==> src/pkg/srst_defines.svh <==
// Offsets, field positions, reset values and timing counts of the reset controller.
// Assumes a 125 MHz system clock and a 32-bit AXI4-Lite register bus.
`ifndef SRST_DEFINES_SVH
`define SRST_DEFINES_SVH

// Register byte offsets.
`define SRST_OFF_CAUSE 8'h00
`define SRST_OFF_TRIG 8'h04
`define SRST_OFF_MODE 8'h08
`define SRST_OFF_UNLOCK 8'h0C

// Cause status field positions.
`define SRST_BIT_POR 0
`define SRST_BIT_BRN 1
`define SRST_BIT_IDLE 2
`define SRST_BIT_SLEEP 3
// Trigger and mode field positions.
`define SRST_BIT_ARM 0
`define SRST_BIT_DEEP 4

// Reset values: the power-on flag is set by the reset that starts the block.
`define SRST_CAUSE_RST 4'h1
`define SRST_MODE_RST 1'b0

// Unlock keys, values are arbitrary.
`define SRST_KEY1 32'h0000C0DE
`define SRST_KEY2 32'h0000DEC0

// Least hold time of the master reset and its cycle count at 125 MHz.
`define SRST_HOLD_NS 64
`define SRST_CLK_MHZ 125
`define SRST_HOLD_CYC ((`SRST_HOLD_NS * `SRST_CLK_MHZ + 999) / 1000)

`endif

==> src/pkg/srst_pkg.sv <==
// Types shared by the reset controller modules.
// Assumes nothing beyond a SystemVerilog compiler.
package srst_pkg;
    // Reset source vector: por, clear pin, software, watchdog, brown-out, mismatch.
    typedef logic [5:0] srst_src_t;
    // Low-power state of the processor.
    typedef enum logic [1:0] {
        SRST_LP_RUN = 2'b00,
        SRST_LP_IDLE = 2'b01,
        SRST_LP_SLEEP = 2'b10
    } srst_lp_t;
    // Unlock sequence state.
    typedef enum logic [1:0] {
        SRST_LK_LOCKED = 2'b00,
        SRST_LK_KEY1 = 2'b01,
        SRST_LK_OPEN = 2'b10
    } srst_lock_t;
endpackage

==> src/pkg/srst_if.sv <==
// Carrier between the register side and the reset merger.
// Assumes both ends sit on the same system clock.
interface srst_if;
    import srst_pkg::*;
    srst_src_t src;
    logic sys_rst;
    modport ctrl (output src, input sys_rst);
    modport merge (input src, output sys_rst);
endinterface

==> src/verilog/srst_top.sv <==
// Reset controller: source merging, sticky cause flags, wake flags and the
// protected software reset trigger, all behind an AXI4-Lite slave.
// Assumes CLK at 125 MHz, RST as the power-on reset, and a master that keeps
// AXI4-Lite rules.
//
// How it works
// RULE_01: Every source feeds one master system reset that is high while any source asserts.
// RULE_02: Six sources are merged: power-on, clear pin, software, watchdog, brown-out, mismatch.
// RULE_03: Bit 3 of the cause status is set on waking from Sleep and left clear otherwise.
// RULE_04: Bit 2 of the cause status is set on waking from Idle.
// RULE_05: Waking from Sleep sets the idle flag as well as the sleep flag.
// RULE_06: Bit 1 of the cause status is set whenever a brown-out reset occurs.
// RULE_07: Bit 0 of the cause status is set whenever a power-on reset occurs.
// RULE_08: The cause flags hold until software clears them, so a repeat shows only after that.
// RULE_09: Writing one to trigger bit 0 arms a software reset, zero does nothing, hardware clears it.
// RULE_10: Software unlocks first, and a trigger write while locked does not arm.
// RULE_11: A read of the trigger register while armed asserts the master system reset.
// RULE_12: Bits 31 to 1 of the trigger register read as zero.
// RULE_13: The mode bit picks Sleep when set and Idle when clear on a wait instruction.
// RULE_14: The software reset goes through the common merge path and leaves the arm bit clear.
//
// The register addresses and the AXI4-Lite interface to the registers were chosen for this implementation.
`include "srst_defines.svh"
module srst_top (
    // Clock and power-on reset.
    input wire logic CLK,
    input wire logic RST,
    // AXI4-Lite write address and data.
    input wire logic [7:0] S_AXI_AWADDR,
    input wire logic S_AXI_AWVALID,
    output logic S_AXI_AWREADY,
    input wire logic [31:0] S_AXI_WDATA,
    input wire logic [3:0] S_AXI_WSTRB,
    input wire logic S_AXI_WVALID,
    output logic S_AXI_WREADY,
    // AXI4-Lite write response.
    output logic [1:0] S_AXI_BRESP,
    output logic S_AXI_BVALID,
    input wire logic S_AXI_BREADY,
    // AXI4-Lite read.
    input wire logic [7:0] S_AXI_ARADDR,
    input wire logic S_AXI_ARVALID,
    output logic S_AXI_ARREADY,
    output logic [31:0] S_AXI_RDATA,
    output logic [1:0] S_AXI_RRESP,
    output logic S_AXI_RVALID,
    input wire logic S_AXI_RREADY,
    // Reset source inputs.
    input wire logic EXT_CLEAR_PIN_N,
    input wire logic BROWNOUT_DETECT,
    input wire logic WATCHDOG_TIMEOUT,
    input wire logic CONFIG_MISMATCH,
    // Processor power events.
    input wire logic WAIT_EXECUTED,
    input wire logic WAKE_EVENT,
    // Outputs.
    output logic MASTER_SYSTEM_RESET,
    output logic LOW_POWER_SLEEP,
    output logic LOW_POWER_IDLE
);
    import srst_pkg::*;

    localparam logic [1:0] RESP_OKAY = 2'h0;
    localparam logic [1:0] RESP_SLVERR = 2'h2;

    // Matches a bus address against a register offset on its word.
    function automatic logic hit(input logic [7:0] addr, input logic [7:0] off);
        hit = (addr[7:2] == off[7:2]);
    endfunction

    // True when the address lands on any mapped register.
    function automatic logic mapped(input logic [7:0] addr);
        mapped = hit(addr, `SRST_OFF_CAUSE) || hit(addr, `SRST_OFF_TRIG) ||
                 hit(addr, `SRST_OFF_MODE) || hit(addr, `SRST_OFF_UNLOCK);
    endfunction

    srst_if rif ();

    ////////////////////////////////////////////////////////////////////////////
    // Pin synchronisers.
    logic clr_meta_r;
    logic clr_sync_r;
    logic brn_meta_r;
    logic brn_sync_r;

    // Two flip-flops for each pin; the clear pin idles high, the detector low.
    always_ff @(posedge CLK or posedge RST) begin
        if (RST) begin
            clr_meta_r <= 1'b1;
            clr_sync_r <= 1'b1;
            brn_meta_r <= 1'b0;
            brn_sync_r <= 1'b0;
        end else begin
            clr_meta_r <= EXT_CLEAR_PIN_N;
            clr_sync_r <= clr_meta_r;
            brn_meta_r <= BROWNOUT_DETECT;
            brn_sync_r <= brn_meta_r;
        end
    end

    ////////////////////////////////////////////////////////////////////////////
    // AXI4-Lite write channel.

    logic aw_held_r;
    logic [7:0] aw_addr_r;
    logic w_held_r;
    logic [31:0] w_data_r;
    logic [3:0] w_strb_r;
    logic bvalid_r;
    logic [1:0] bresp_r;
    logic wr_fire;

    // A write is done once address and data are both held and no response waits.
    assign wr_fire = aw_held_r && w_held_r && !bvalid_r;
    assign S_AXI_AWREADY = !aw_held_r;
    assign S_AXI_WREADY = !w_held_r;

    // Address holding stage.
    always_ff @(posedge CLK or posedge RST) begin
        if (RST) begin
            aw_held_r <= 1'b0;
            aw_addr_r <= 8'h00;
        end else if (S_AXI_AWVALID && !aw_held_r) begin
            aw_held_r <= 1'b1;
            aw_addr_r <= S_AXI_AWADDR;
        end else if (wr_fire) begin
            aw_held_r <= 1'b0;
        end
    end

    // Data holding stage.
    always_ff @(posedge CLK or posedge RST) begin
        if (RST) begin
            w_held_r <= 1'b0;
            w_data_r <= 32'h00000000;
            w_strb_r <= 4'h0;
        end else if (S_AXI_WVALID && !w_held_r) begin
            w_held_r <= 1'b1;
            w_data_r <= S_AXI_WDATA;
            w_strb_r <= S_AXI_WSTRB;
        end else if (wr_fire) begin
            w_held_r <= 1'b0;
        end
    end

    // Write response, an error for an unmapped address.
    always_ff @(posedge CLK or posedge RST) begin
        if (RST) begin
            bvalid_r <= 1'b0;
            bresp_r <= RESP_OKAY;
        end else if (wr_fire) begin
            bvalid_r <= 1'b1;
            bresp_r <= mapped(aw_addr_r) ? RESP_OKAY : RESP_SLVERR;
        end else if (S_AXI_BREADY) begin
            bvalid_r <= 1'b0;
        end
    end

    assign S_AXI_BVALID = bvalid_r;
    assign S_AXI_BRESP = bresp_r;

    // Write strobes per register; cause and mode need the low byte lane, unlock needs all four lanes.
    logic wr_cause;
    logic wr_trig;
    logic wr_mode;
    logic wr_unlock;

    assign wr_cause = wr_fire && hit(aw_addr_r, `SRST_OFF_CAUSE) && w_strb_r[0];
    assign wr_trig = wr_fire && hit(aw_addr_r, `SRST_OFF_TRIG);
    assign wr_mode = wr_fire && hit(aw_addr_r, `SRST_OFF_MODE) && w_strb_r[0];
    assign wr_unlock = wr_fire && hit(aw_addr_r, `SRST_OFF_UNLOCK) && (&w_strb_r);

    ////////////////////////////////////////////////////////////////////////////
    // Unlock sequence and software trigger.
    srst_lock_t lock_r;
    logic arm_r;
    logic sw_req_r;
    logic rd_trig;

    // Two keys in a row open the lock; anything else, or a trigger write, closes it.
    always_ff @(posedge CLK or posedge RST) begin
        if (RST) begin
            lock_r <= SRST_LK_LOCKED;
        end else if (wr_unlock) begin
            if (w_data_r == `SRST_KEY1) begin
                lock_r <= SRST_LK_KEY1;
            end else if (lock_r == SRST_LK_KEY1 && w_data_r == `SRST_KEY2) begin
                lock_r <= SRST_LK_OPEN;
            end else begin
                lock_r <= SRST_LK_LOCKED;
            end
        end else if (wr_trig) begin
            lock_r <= SRST_LK_LOCKED;
        end
    end

    // Arm bit: set only by an unlocked write of one, cleared once reset is issued.
    always_ff @(posedge CLK or posedge RST) begin
        if (RST) begin
            arm_r <= 1'b0;
        end else if (rif.sys_rst && !sw_req_r) begin
            arm_r <= 1'b0; // [RULE_14]
        end else if (wr_trig && w_strb_r[0] && w_data_r[`SRST_BIT_ARM] &&
                     lock_r == SRST_LK_OPEN) begin
            arm_r <= 1'b1; // [RULE_09] [RULE_10]
        end
    end

    // A read of the trigger register while armed requests the reset.
    always_ff @(posedge CLK or posedge RST) begin
        if (RST) begin
            sw_req_r <= 1'b0;
        end else begin
            sw_req_r <= rd_trig && arm_r; // [RULE_11]
        end
    end

    ////////////////////////////////////////////////////////////////////////////
    // Low-power state and mode select.

    logic deep_low_power_select_r;
    srst_lp_t lp_r;
    srst_lp_t lp_nxt;
    logic wake_fire;

    // Mode register, low byte lane.
    always_ff @(posedge CLK or posedge RST) begin
        if (RST) begin
            deep_low_power_select_r <= `SRST_MODE_RST;
        end else if (wr_mode) begin
            deep_low_power_select_r <= w_data_r[`SRST_BIT_DEEP];
        end
    end

    // Wait enters Sleep or Idle by the mode bit; wake or reset returns to run.
    always_comb begin
        lp_nxt = lp_r;
        unique case (lp_r)
            SRST_LP_RUN: begin
                if (WAIT_EXECUTED) begin
                    lp_nxt = deep_low_power_select_r ? SRST_LP_SLEEP : SRST_LP_IDLE; // [RULE_13]
                end
            end
            SRST_LP_IDLE, SRST_LP_SLEEP: begin
                if (WAKE_EVENT) begin
                    lp_nxt = SRST_LP_RUN;
                end
            end
            default: begin
                lp_nxt = SRST_LP_RUN;
            end
        endcase
        if (rif.sys_rst) begin
            lp_nxt = SRST_LP_RUN;
        end
    end

    // Low-power state register.
    always_ff @(posedge CLK or posedge RST) begin
        if (RST) begin
            lp_r <= SRST_LP_RUN;
        end else begin
            lp_r <= lp_nxt;
        end
    end

    assign wake_fire = WAKE_EVENT && lp_r != SRST_LP_RUN;
    assign LOW_POWER_SLEEP = (lp_r == SRST_LP_SLEEP);
    assign LOW_POWER_IDLE = (lp_r == SRST_LP_IDLE);

    ////////////////////////////////////////////////////////////////////////////
    // Sticky cause flags; a write of zero clears a bit, a set in the same cycle wins.

    logic [3:0] cause_r;
    logic [3:0] cause_set;
    logic [3:0] cause_clr;
    logic por_pulse_r;

    // One-cycle power-on source after the release of RST.
    always_ff @(posedge CLK or posedge RST) begin
        if (RST) begin
            por_pulse_r <= 1'b1;
        end else begin
            por_pulse_r <= 1'b0;
        end
    end

    // Events that set flags.
    always_comb begin
        cause_set = 4'h0;
        cause_set[`SRST_BIT_POR] = por_pulse_r; // [RULE_07]
        cause_set[`SRST_BIT_BRN] = brn_sync_r; // [RULE_06]
        cause_set[`SRST_BIT_IDLE] = wake_fire; // [RULE_04] [RULE_05]
        cause_set[`SRST_BIT_SLEEP] = wake_fire && lp_r == SRST_LP_SLEEP; // [RULE_03]
        cause_clr = wr_cause ? ~w_data_r[3:0] : 4'h0;
    end

    // Flag register, held until software clears it.
    always_ff @(posedge CLK or posedge RST) begin
        if (RST) begin
            cause_r <= `SRST_CAUSE_RST; // [RULE_07]
        end else begin
            cause_r <= cause_set | (cause_r & ~cause_clr); // [RULE_08]
        end
    end

    ////////////////////////////////////////////////////////////////////////////
    // AXI4-Lite read channel.

    logic rvalid_r;
    logic [31:0] rdata_r;
    logic [1:0] rresp_r;
    logic rd_fire;
    logic [31:0] rd_word;

    assign rd_fire = S_AXI_ARVALID && !rvalid_r;
    assign rd_trig = rd_fire && hit(S_AXI_ARADDR, `SRST_OFF_TRIG);
    assign S_AXI_ARREADY = !rvalid_r;

    // Read multiplexer; the trigger register always reads zero.
    always_comb begin
        rd_word = 32'h00000000; // [RULE_12]
        if (hit(S_AXI_ARADDR, `SRST_OFF_CAUSE)) begin
            rd_word[3:0] = cause_r;
        end else if (hit(S_AXI_ARADDR, `SRST_OFF_MODE)) begin
            rd_word[`SRST_BIT_DEEP] = deep_low_power_select_r;
            rd_word[1:0] = lp_r;
        end else if (hit(S_AXI_ARADDR, `SRST_OFF_UNLOCK)) begin
            rd_word[1:0] = lock_r;
        end
    end

    // Read data and response register.
    always_ff @(posedge CLK or posedge RST) begin
        if (RST) begin
            rvalid_r <= 1'b0;
            rdata_r <= 32'h00000000;
            rresp_r <= RESP_OKAY;
        end else if (rd_fire) begin
            rvalid_r <= 1'b1;
            rdata_r <= rd_word;
            rresp_r <= mapped(S_AXI_ARADDR) ? RESP_OKAY : RESP_SLVERR;
        end else if (S_AXI_RREADY) begin
            rvalid_r <= 1'b0;
        end
    end

    assign S_AXI_RVALID = rvalid_r;
    assign S_AXI_RDATA = rdata_r;
    assign S_AXI_RRESP = rresp_r;

    ////////////////////////////////////////////////////////////////////////////
    // Source vector and merger.
    // Brown-out and clear pin are synchronised; watchdog and mismatch are on CLK.
    always_comb begin
        rif.src[0] = por_pulse_r; // [RULE_02]
        rif.src[1] = !clr_sync_r;
        rif.src[2] = sw_req_r; // [RULE_14]
        rif.src[3] = WATCHDOG_TIMEOUT;
        rif.src[4] = brn_sync_r;
        rif.src[5] = CONFIG_MISMATCH;
    end

    srst_merge u_merge (
        .clk(CLK),
        .rst(RST),
        .rif(rif.merge)
    );

    assign MASTER_SYSTEM_RESET = rif.sys_rst; // [RULE_01]
endmodule

==> src/verilog/srst_merge.sv <==
// Merges all reset sources into one stretched master system reset.
// Assumes sources are already in the system clock domain.
`include "srst_defines.svh"
module srst_merge (
    // Clock and power-on reset.
    input wire logic clk,
    input wire logic rst,
    // Sources in, master reset out.
    srst_if.merge rif
);
    import srst_pkg::*;

    localparam logic [3:0] HOLD = 4'(`SRST_HOLD_CYC);

    logic [3:0] hold_r;
    logic sys_rst_r;

    ////////////////////////////////////////////////////////////////////////////
    // Any source reloads the hold count, so a short pulse still gives a full reset.
    always_ff @(posedge clk or posedge rst) begin
        if (rst) begin
            hold_r <= HOLD;
        end else if (|rif.src) begin // [RULE_01]
            hold_r <= HOLD;
        end else if (hold_r != 4'h0) begin
            hold_r <= hold_r - 4'h1;
        end
    end

    // Registered master reset, high during power-on reset as well.
    always_ff @(posedge clk or posedge rst) begin
        if (rst) begin
            sys_rst_r <= 1'b1;
        end else begin
            sys_rst_r <= (|rif.src) || (hold_r > 4'h1); // [RULE_01] [RULE_14]
        end
    end

    assign rif.sys_rst = sys_rst_r;
endmodule

==> config.mk <==
export PLATFORM = sky130hd
export DESIGN_NAME = srst_top
export DESIGN_NICKNAME = d
export VERILOG_FILES = /design/src/pkg/srst_pkg.sv /design/src/pkg/srst_if.sv /design/src/verilog/srst_top.sv /design/src/verilog/srst_merge.sv
export VERILOG_INCLUDE_DIRS = /design/src /design/src/pkg
export SDC_FILE = /design/constraint.sdc
export NUM_CORES = 1
export LEC_CHECK = 0
export ABC_CLOCK_PERIOD_IN_PS = 2500
export BUFFER_PORTS_ARGS = -buffer_cell sky130_fd_sc_hd__buf_2
export CAP_MARGIN = 30
export CORE_MARGIN = 2
export CORE_UTILIZATION = 40
export CTS_BUF_LIST = sky130_fd_sc_hd__clkbuf_4 sky130_fd_sc_hd__clkbuf_8
export DETAILED_ROUTE_END_ITERATION = 10
export PLACE_DENSITY = 0.65
export SYNTH_ARGS = -nofsm -noshare
export SYNTH_HDL_FRONTEND = slang
export SYNTH_SLANG_ARGS = --single-unit
export TNS_END_PERCENT = 20
==> constraint.sdc <==
create_clock -name CLK -period 2.5 [get_ports CLK]
set_input_delay 0.25 -clock CLK [delete_from_list [all_inputs] [get_ports CLK]]
set_output_delay 0.25 -clock CLK [all_outputs]
set_load 0.01 [all_outputs]
==> results of run 1 <==
==> sequential cells by signal, summed over array words and instances (netlist names), 2 cells and up <==
signal,cells
w_data_r,32
u_merge.hold_r,4
w_strb_r,4
aw_addr_r,6
lock_r,2
lp_r,2
S_AXI_RDATA,5
cause_r,4
==> cells by family (layout without fill, tap and decap cells) <==
logic type               Yosys count  in the layout
AO/OA/AOI/OAI                     26             26
XOR/XNOR                           1              1
adder cells (fa/ha/maj)            5              5
buffers and inverters             48            108
flip-flops                        74             74
multiplexers                      47             47
other                              1             30
AND/OR/NAND/NOR                   68             68
==> placed cells by master, fill, tap and decap left out, types with 2 or more instances in the layout <==
cell           synthesis  layout
mux2_2                24      24
nor2_1                15      15
o21ai_1                7       7
a22o_1                 2       2
a21oi_1                3       3
nor3_1                 4       4
inv_6                  0       2
dfstp_2                6       6
conb_1                 1      30
clkinvlp_4             0       2
nor4_1                 6       6
dlygate4sd3_1          0       2
clkbuf_8               0       9
buf_2                  4      75
buf_4                 29       3
inv_1                 11      10
nand2b_1               4       4
o21ai_0                5       5
nand4b_1               2       2
nor2b_1                5       4
nand2_1               11      11
mux2_1                20      20
ha_1                   5       5
and4_1                 2       2
nand4_1                6       6
o21a_1                 2       2
mux2i_1                3       3
inv_2                  1       2
a31oi_1                2       2
dfrtp_1               68      68
==> metal layers <==
layer  track usage  wire length [um]
met5             0                 0
met3        0.0403               494
met4        0.0652                99
met2         0.198              2630
met1         0.204              2850
==> metrics by stage <==
step	power, mW	instances
5_1_grt	3.87	464
4_1_cts	3.67	464
2_1_floorplan	2.49	299
3_5_place_dp	2.73	446
6_report	3.62	464
3_3_place_gp	2.68	446
==> final cells by class <==
cell class / instances / share of cell area
Clock buffer: 9 / 0.0313
Sequential cell: 74 / 0.470
Inverter: 12 / 0.0114
Tap cell: 105 / 0.0332
Timing Repair Buffer: 80 / 0.106
Clock inverter: 7 / 0.0193
Multi-Input combinational cell: 177 / 0.329
==> critical path, delay by kind of cell, from the launching register on <==
| kind | cells | cell delay [ns] |
|---|---|---|
| AOI/OAI and AO/OA | 1 | 0.25 |
| adders and majority gates | 1 | 0.20 |
| buffers and inverters | 2 | 0.18 |
| DFF | 1 | 0.42 |
| muxes | 1 | 0.36 |
| and+or+nand+nor | 1 | 0.08 |
==> final timing paths <==
check | start | endpoint | slack (ns)
min in group CLK | S_AXI_RREADY | S_AXI_RVALID | 0.07
max in group asynchronous | RST | por_pulse_r | 2.14
worst min register to register | clr_meta_r | clr_sync_r | 0.37
worst max-delay path | lp_r[0] | lp_r[1] | 0.96
worst max register to register | lp_r[0] | lp_r[1] | 0.96
worst min-delay path | RST | aw_addr_r[5] | 0.002
==> what timing repair did <==
action                                 4_1_cts  5_1_grt
resized for setup                            0        0
endpoints found under the hold margin        2        0
hold buffers                                 2        0
setup buffers                                0        0
==> power by group through the flow <==
stage               sequential, mW  combinational [mW]  clock [mW]
floorplan                     1.83               0.663           0
global placement              1.90               0.784           0
detailed placement            1.92               0.810           0
CTS                           1.89               0.817       0.962
global route                  1.95               0.902        1.01
finish                        1.89               0.800       0.927
==> results by group, run 1 <==
Worst setup path
  – CP startpoint kind: register
  – Most frequent cell on the critical path: inv_1
  – Required arrival time at the worst endpoint: roughly 2.8 ns
  – Delay of the slowest cell on the worst path: between 0.4 and 0.5 ns
  – Data arrival at the endpoint of the critical path: around 1.8 ns
  – Largest fanout of any net on the critical path: 4
  – Length in cells of the worst reg-to-reg path: 6
  – Critical setup path kind: register to register
  – Critical path endpoint category: register
  – CP Cell Sequence: inv_1 -> ha_1 -> inv_1 -> o2bb2ai_1 -> mux2_2 -> nor2_1
  – Slowest-stage cell, CP: dfrtp_1

Timing
  – Final hold slack: 0.00213 ns
  – Number of pins with negative max-slew slack in the final report: 0
  – Smallest setup slack after layout: just under 1 ns
  – Setup total negative slack: 0 ns
  – Worst slew margin relative to its limit: 0.665
  – Final cycle utilization of the critical path: 0.614
  – Final Critical Period: around 1.5 ns
  – Fin. Hold Viols: 0
  – Highest achievable clock rate: between 0.6 and 0.7 GHz
  – Clock skew: 0.0112 ns
  – Actual transition at the worst max-transition pin: ~0.50 ns
  – Final Setup Violations: 0
  – Unrepaired setup endpoints after global routing: false

Synth
  – Post-Synth XOR/XNOR Area: 0.00263
  – Syn_area_per_cell: about 12 sq um
  – Number of distinct library cell variants in the gate-level netlist after synthesis: 46
  – Share of flip-flops with an asynchronous set or reset: 1.00
  – Top-area cell type share of the netlist area: 0.510
  – Main combinational cell family by area after synthesis: multiplexers
  – Post-synthesis cell count: between 200 and 300
  – Flops & latches, synth: 74
  – Share of the yosys chip area belonging to registers: 0.557
  – Most numerous cell in the Yosys netlist: dfrtp_1
  – Number of warnings reported in the yosys synthesis log: 0
  – Adder-cell area share of the yosys netlist: 0.0188
  – Cell types with the highest counts after synthesis: 68 x dfrtp_1, 29 x buf_4, 24 x mux2_2
  – Number of synthesized flops with an enable pin: 0
  – Post-synthesis mux area share: 0.158
  – Primary flip-flop cell chosen by synthesis mapping: dfrtp_1
  – Cell type with the largest total area after synthesis: dfrtp_1
  – Synth area leaders: dfrtp_1 51%, mux2_2 8.1%, mux2_1 6.8%
  – Simple-gate portion of the synthesized area: 0.126
  – Compound-Gate Fraction of Synth Area: 0.0488
  – Post-synthesis instance area: approximately 0.0033 sq mm

Final layout
  – Reg area: about 0.0019 sq mm
  – Number of antenna repair diodes: 0
  – Post-layout util: 0.486
  – Area used by multi-input combinational logic: between 0.001 and 0.0015 sq mm
  – Total of fill cells in the finished design: 759
  – Area growth, synth to finish: 18.5%
  – Ratio of cells with drive above 1 in the final layout: 0.370
  – Final design area excluding fillers: around 0.004 sq mm
  – Final-stage net count: about 420

Placed design
  – Global placement routability congestion: a little under 0.8
  – Placed Instance Area: between 0.003 and 0.004 sq mm
  – Buffers on Ports: 75
  – Pre-CTS setup slack: 0.984 ns
  – Final HPWL from detailed placement: 4550 um

Routing
  – Final antenna-violating net count: 0
  – Iter 0 DRT Violations: 53
  – Routed vias/inst: between 4 and 5
  – Avg WL per Cell: approximately 13 um
  – Pre-antenna DRT Iters: 4
  – Detailed-route DRC error count: 0
  – Total Routed Length: ~6100 um
  – Via Count: around 2,200

Global route
  – Combined global-route utilization of all metal layers: 0.142
  – Grt total ovfl: 0
  – Number of global-route vias before repair: between 1,500 and 2,000
  – Largest net degree at the start of global routing: 38
  – Wire length of the first global-routing pass: between 9000 and 10,000 um
  – Number of antenna violations at the first check in global routing: 0

Floorplanning
  – Width of the die: about 95 um
  – Top Ports: 109
  – Die ar.: 0.00909 sq mm
  – Starting Density: 0.410
  – Row count: 33
  – Y dimension of the die: 95.3 um
  – Core Footprint: between 0.008 and 0.009 sq mm

Power and ir drop
  – Maximum VDD drop: approximately 0.55 mV
  – Combinational cell fraction of total power: 0.221
  – Switching share of power: 0.304
  – Proportion of power drawn by flip-flops and latches: 0.523
  – Design internal power: approximately 2.5 mW
  – P_leak: between 1.5 and 2 nW
  – Power density normalized to cell area: 915 mW/mm^2
  – P_sw: 1.10 mW
  – Clk pwr share: 0.256

Clock tree
  – CTS Buffer Depth: 2
  – TritonCTS Buffers: 9
  – Clock sinks: between 70 and 80
  – Clock latency reported for the late side of the worst-skew pair: 0.35 ns
  – Clock slew at the register clock pins of the worst setup and hold paths: 0.09 ns
  – Library cell used as clock root buffer: clkbuf_8
  – CTS tree: built
  – Number of H-tree branching levels: 3

Outcome
  – Status: complete, no violations

Worst hold path
  – Tightest Hold Check Type: input pin to async pin

Job
  – Max-cap violation count: 0
Note: power is estimated with default switching activity, not from simulation.
==> run 2, diff against run 1 <==
- ABC_CLOCK_PERIOD_IN_PS: 2500 -> 1470
- clock period: 2.5 -> 1.47 ns (I/O delays scaled with it)
==> results by group, run 2 (synthesized netlist as in run 1, its figures left out) <==
Outcome
  – Status: complete, no violations

Clock tree
  – TritonCTS Buffers: 9 (unchanged)
  – CTS tree: built
  – Clock sinks: 74 (unchanged)
  – Clock slew at the register clock pins of the worst setup and hold paths: 0.08 ns (about the same)
  – Clock latency reported for the late side of the worst-skew pair: 0.34 ns (about the same)
  – Number of H-tree branching levels: 3 (unchanged)
  – CTS Buffer Depth: 2 (unchanged)
  – Library cell used as clock root buffer: clkbuf_8

Timing
  – Clock skew: 0.0108 ns (-0.000367 ns)
  – Number of pins with negative max-slew slack in the final report: 0 (unchanged)
  – Highest achievable clock rate: 0.702 GHz (+7.8%)
  – Fin. Hold Viols: 0 (unchanged)
  – Final Setup Violations: 0 (unchanged)
  – Final Critical Period: 1.42 ns (-0.112 ns)
  – Final cycle utilization of the critical path: 0.969 (+0.354)
  – Unrepaired setup endpoints after global routing: true

Power and ir drop
  – Post-layout power: 6.30 mW (+74%)
  – Proportion of power drawn by flip-flops and latches: 0.509 (-0.014)
  – Combinational cell fraction of total power: 0.242 (+0.021)
  – P_sw: 1.85 mW (+69%)
  – P_leak: 1.94 nW (+5.7%)
  – Clk pwr share: 0.249 (-0.007)
  – Power density normalized to cell area: 1530 mW/mm^2 (+67%)
  – Maximum VDD drop: 0.847 mV (+55%)
  – Design internal power: 4.45 mW (+77%)
  – Switching share of power: 0.294 (-0.00992)

Worst setup path
  – Critical path endpoint category: register
  – Required arrival time at the worst endpoint: 1.68 ns (-1.11 ns)
  – Largest fanout of any net on the critical path: 4 (unchanged)
  – CP startpoint kind: register
  – Critical setup path kind: register to register
  – Data arrival at the endpoint of the critical path: 1.64 ns (-0.18 ns)

Routing
  – Iter 0 DRT Violations: 53 (unchanged)
  – Via Count: 2,273 (+5.5%)
  – Total Routed Length: 6270 um (+3.2%)
  – Final antenna-violating net count: 0 (unchanged)
  – Routed vias/inst: 4.73 (+1.7%)
  – Detailed-route DRC error count: 0 (unchanged)
  – Pre-antenna DRT Iters: 4 (unchanged)
  – Avg WL per Cell: 13.0 um (-0.44%)

Placed design
  – Buffers on Ports: 75 (unchanged)
  – Placed Instance Area: 0.00387 sq mm (+3.6%)
  – Global placement routability congestion: 0.803 (+3.5%)
  – Final HPWL from detailed placement: 4770 um (+4.8%)

Final layout
  – Area growth, synth to finish: 23.8%
  – Commonest non-fill, non-tap cells in the layout: 75 x buf_2, 68 x dfrtp_1, 30 x conb_1, 24 x mux2_2, 20 x mux2_1
  – Final-stage net count: 441 (+4.0%)
  – Ratio of cells with drive above 1 in the final layout: 0.407 (+0.0364)
  – Max FFs per register: 32 (unchanged)
  – Number of antenna repair diodes: 0 (unchanged)
  – Register containing the most flip-flops in the final layout: w_data_r
  – Final design area excluding fillers: 0.00413 sq mm (+4.5%)
  – Total of fill cells in the finished design: 747 (-1.6%)
  – Most frequent standard cell in the layout excluding fill and tap cells: buf_2

Floorplanning
  – Top Ports: 109 (unchanged)
  – Die ar.: 0.00909 sq mm (unchanged)
  – Width of the die: 95.3 um (unchanged)
  – Row count: 33 (unchanged)
  – Starting Density: 0.410 (unchanged)
  – Y dimension of the die: 95.3 um (unchanged)
  – Core Footprint: 0.00813 sq mm (unchanged)

Job
  – Max-cap violation count: 0 (unchanged)

Global route
  – Number of global-route vias before repair: 2,182 (+9.9%)
  – Largest net degree at the start of global routing: 54 (+42%)
  – Combined global-route utilization of all metal layers: 0.151 (+0.00934)
  – Grt total ovfl: 0 (unchanged)
  – Wire length of the first global-routing pass: 10,400 um (+6.7%)
  – Number of antenna violations at the first check in global routing: 0 (unchanged)

Worst hold path
  – Tightest Hold Check Type: input pin to register
==> run 2: per-stage QoR <==
step	utilization	setup TNS (ns)	cells	worst slack [ns]	hold slack, ns
3_3_place_gp	0.475	0	460	0.0654	0.248
4_1_cts	0.505	0	480	0.00836	0.00851
5_1_grt	0.508	-0.198	481	-0.0656	0.0167
3_5_place_dp	0.475	0	460	0.0307	0.257
2_1_floorplan	-	0	299	0.0763	0.151
6_report	0.508	0	481	0.0457	0.0219
==> run 2: layout make-up <==
cell class              count  area [sq um]  area share
clock buffers              11           145      0.0351
clock inverters             5          53.8      0.0130
inverters                  12          48.8      0.0118
multi-input cells         177          1320       0.319
flip-flops and latches     74          1860       0.450
well taps                 105           131      0.0318
repair buffers             97           576       0.139
==> run 2: layer usage <==
layer,track usage,part of all wire,up-vias
met2,0.228,0.47,77
li1,-,-,1090
met4,0.0737,0.018,0
met1,0.204,0.45,1096
met5,0,0,-
met3,0.0379,0.065,10
==> run 2: power groups by stage <==
| stage | registers [mW] | logic (mW) | clock network, mW |
|---|---|---|---|
| final | 3.21 | 1.53 | 1.57 |
| after CTS | 3.22 | 1.55 | 1.62 |
| after floorplan | 3.11 | 1.13 | 0 |
| after detailed placement | 3.26 | 1.54 | 0 |
| after global placement | 3.22 | 1.48 | 0 |
| after global routing | 3.31 | 1.72 | 1.71 |
==> run 2: repair_timing <==
action,CTS,global route
setup buffers,0,1
endpoints found under the hold margin,71,0
endpoints found under the setup margin,0,9
resized for setup,0,5
hold buffers,4,0
==> run 2: final timing paths <==
| kind | start | end | slack [ns] | cells after the start |
|---|---|---|---|---|
| setup / recovery | aw_addr_r[6] | lock_r[1] | 0.05 | 5 |
| hold reg to reg | clr_meta_r | clr_sync_r | 0.36 | 0 |
| max in group asynchronous | RST | cause_r[0] | 0.76 | 4 |
| hold / removal | S_AXI_WDATA[24] | w_data_r[24] | 0.02 | 2 |
| min in group asynchronous | RST | u_merge.hold_r[2] | 0.42 | 4 |
| setup reg to reg | aw_addr_r[6] | lock_r[1] | 0.05 | 5 |
==> run 2: worst max-delay path, stage by stage, from the launching register on <==
cell and delay (ns):
dfrtp_1 0.41, nor4_4 0.37, buf_4 0.17, nand2_1 0.09, o21ai_0 0.18, o21ai_1 0.09
==> run 3, diff against run 2 <==
- GPL_TIMING_DRIVEN: unset -> 0
==> results by group, run 3 (synthesized netlist as in run 1, its figures left out) <==
Worst hold path
  – Cell depth of the worst min-delay path: 2 (unchanged)
  – Tightest Hold Check Type: input pin to register

Final layout
  – Max FFs per register: 32 (unchanged)
  – Commonest non-fill, non-tap cells in the layout: 74 x buf_2, 68 x dfrtp_1, 39 x buf_4, 30 x conb_1, 24 x mux2_2
  – Final-stage net count: 468 (+6.1%)
  – Most frequent standard cell in the layout excluding fill and tap cells: buf_2
  – Area used by multi-input combinational logic: 0.00135 sq mm (+2.2%)
  – Ratio of cells with drive above 1 in the final layout: 0.449 (+0.0422)
  – Number of antenna repair diodes: 0 (unchanged)
  – Register containing the most flip-flops in the final layout: w_data_r
  – Finished Layout Cells: 508 (+5.6%)
  – Area growth, synth to finish: 31.2%
  – Post-layout util: 0.538 (+0.0303)
  – Total of fill cells in the finished design: 771 (+3.2%)
  – Reg area: 0.00186 sq mm (unchanged)

Worst setup path
  – Length in cells of the worst reg-to-reg path: 3 (-2)
  – Critical setup path kind: register to register
  – Critical path endpoint category: register
  – Largest fanout of any net on the critical path: 4 (unchanged)
  – CP startpoint kind: register
  – Data arrival at the endpoint of the critical path: 1.66 ns (+0.02 ns)
  – Required arrival time at the worst endpoint: 1.68 ns (about the same)

Floorplanning
  – Top Ports: 109 (unchanged)
  – Die ar.: 0.00909 sq mm (unchanged)
  – Width of the die: 95.3 um (unchanged)
  – Y dimension of the die: 95.3 um (unchanged)
  – Row count: 33 (unchanged)
  – Core Footprint: 0.00813 sq mm (unchanged)
  – Starting Density: 0.410 (unchanged)

Routing
  – Iter 0 DRT Violations: 42 (-21%)
  – Total Routed Length: 6320 um (+0.89%)
  – Final antenna-violating net count: 0 (unchanged)
  – Detailed-route DRC error count: 0 (unchanged)
  – Via Count: 2,301 (+1.2%)
  – Routed vias/inst: 4.53 (-4.1%)
  – Pre-antenna DRT Iters: 5 (+1)
  – Avg WL per Cell: 12.4 um (-4.5%)

Timing
  – Smallest setup slack after layout: 0.0174 ns (-0.0283 ns)
  – Final Setup Violations: 0 (unchanged)
  – Highest achievable clock rate: 0.688 GHz (-1.9%)
  – Number of pins with negative max-slew slack in the final report: 0 (unchanged)
  – Setup total negative slack: 0 ns (unchanged)
  – Clock skew: 0.0111 ns (+0.000214 ns)
  – Unrepaired setup endpoints after global routing: true
  – Actual transition at the worst max-transition pin: 0.744 ns
  – Fin. Hold Viols: 0 (unchanged)
  – Final Critical Period: 1.45 ns (+0.0283 ns)
  – Final cycle utilization of the critical path: 0.988 (+0.0192)
  – Worst slew margin relative to its limit: 0.503

Placed design
  – Buffers on Ports: 74 (-1.3%)
  – Final HPWL from detailed placement: 4750 um (-0.29%)
  – Cell Count Post-Placement: 479 (+4.1%)
  – Global placement routability congestion: 0.743 (-7.4%)
  – Pre-CTS setup slack: -0.0933 ns (-0.124 ns)

Global route
  – Grt total ovfl: 0 (unchanged)
  – Wire length of the first global-routing pass: 10,100 um (-2.7%)
  – Combined global-route utilization of all metal layers: 0.145 (-0.00579)
  – Largest net degree at the start of global routing: 43 (-20%)
  – Number of global-route vias before repair: 2,111 (-3.3%)
  – Number of antenna violations at the first check in global routing: 0 (unchanged)

Job
  – Max-cap violation count: 0 (unchanged)

Power and ir drop
  – Power density normalized to cell area: 1490 mW/mm^2 (-2.3%)
  – Maximum VDD drop: 1.31 mV (+55%)
  – Post-layout power: 6.52 mW (+3.5%)
  – P_leak: 2.09 nW (+8.1%)

Clock tree
  – CTS Buffer Depth: 2 (unchanged)
  – Clock sinks: 74 (unchanged)
  – Library cell used as clock root buffer: clkbuf_8
  – Number of H-tree branching levels: 3 (unchanged)
  – CTS tree: built
  – TritonCTS Buffers: 9 (unchanged)
  – Clock latency reported for the late side of the worst-skew pair: 0.33 ns (about the same)
  – Clock slew at the register clock pins of the worst setup and hold paths: 0.08 ns (about the same)

Outcome
  – Status: complete, no violations
==> run 3: cell count changes in the layout (fill, tap and decap cells not counted), sizes merged <==
| cell | before | now |
|---|---|---|
| clkinvlp | 1 | 2 |
| bufinv | 1 | 2 |
| buf | 93 | 117 |
| clkinv | 4 | 2 |
| clkbuf | 11 | 14 |
==> run 3: area by class of cell <==
type                            count  share of cell area
Buffer                             36              0.0620
Clock buffer                       11              0.0332
Clock inverter                      5              0.0177
Inverter                           12              0.0111
Multi-Input combinational cell    177               0.307
Sequential cell                    74               0.425
Tap cell                          105              0.0300
Timing Repair Buffer               88               0.114
==> run 3: timing repair <==
action | 4_1_cts | 5_1_grt
setup buffers | 0 | 9
hold buffers | 4 | 0
gates cloned | 0 | 0
endpoints found under the hold margin | 35 | 0
resized for setup | 10 | 11
endpoints found under the setup margin | 37 | 41
pin swaps | 2 | 5
==> run 3: power by group <==
part	switching [mW]	internal [mW]
Combinational	0.640	0.928
Clock	0.725	1.02
Sequential	0.493	2.72
Total	1.86	4.67
==> run 3: per-stage QoR <==
| step | cell area (sq um) | hold slack, ns |
|---|---|---|
| finish | 4380 | 0.0251 |
| detailed placement | 3970 | 0.257 |
| floorplan | 3450 | 0.151 |
| CTS | 4270 | 0.00974 |
| global placement | 3950 | 0.259 |
| global route | 4380 | 0.00418 |
==> run 3: final timing paths <==
kind	slack (ns)	start	to
hold / removal	0.03	S_AXI_WDATA[24]	w_data_r[24]
min in group asynchronous	0.48	RST	aw_addr_r[7]
hold reg to reg	0.36	clr_meta_r	clr_sync_r
setup / recovery	0.02	aw_addr_r[6]	deep_low_power_select_r
max in group asynchronous	0.30	RST	cause_r[0]
setup reg to reg	0.02	aw_addr_r[6]	deep_low_power_select_r
==> run 3: routing by layer <==
metal  up-vias  GRT usage  routed length, um
met5         -          0                  0
met4         0     0.0652                 82
met3         8     0.0427                494
met2        74      0.214               2930
met1      1083      0.199               2820
li1       1136          -                  -
==> run 3: worst max-delay path, stage by stage (launching register included) <==
cell	delay, ns
dfrtp_1	0.41
nor4_4	0.38
nand4b_1	0.19
mux2_1	0.35
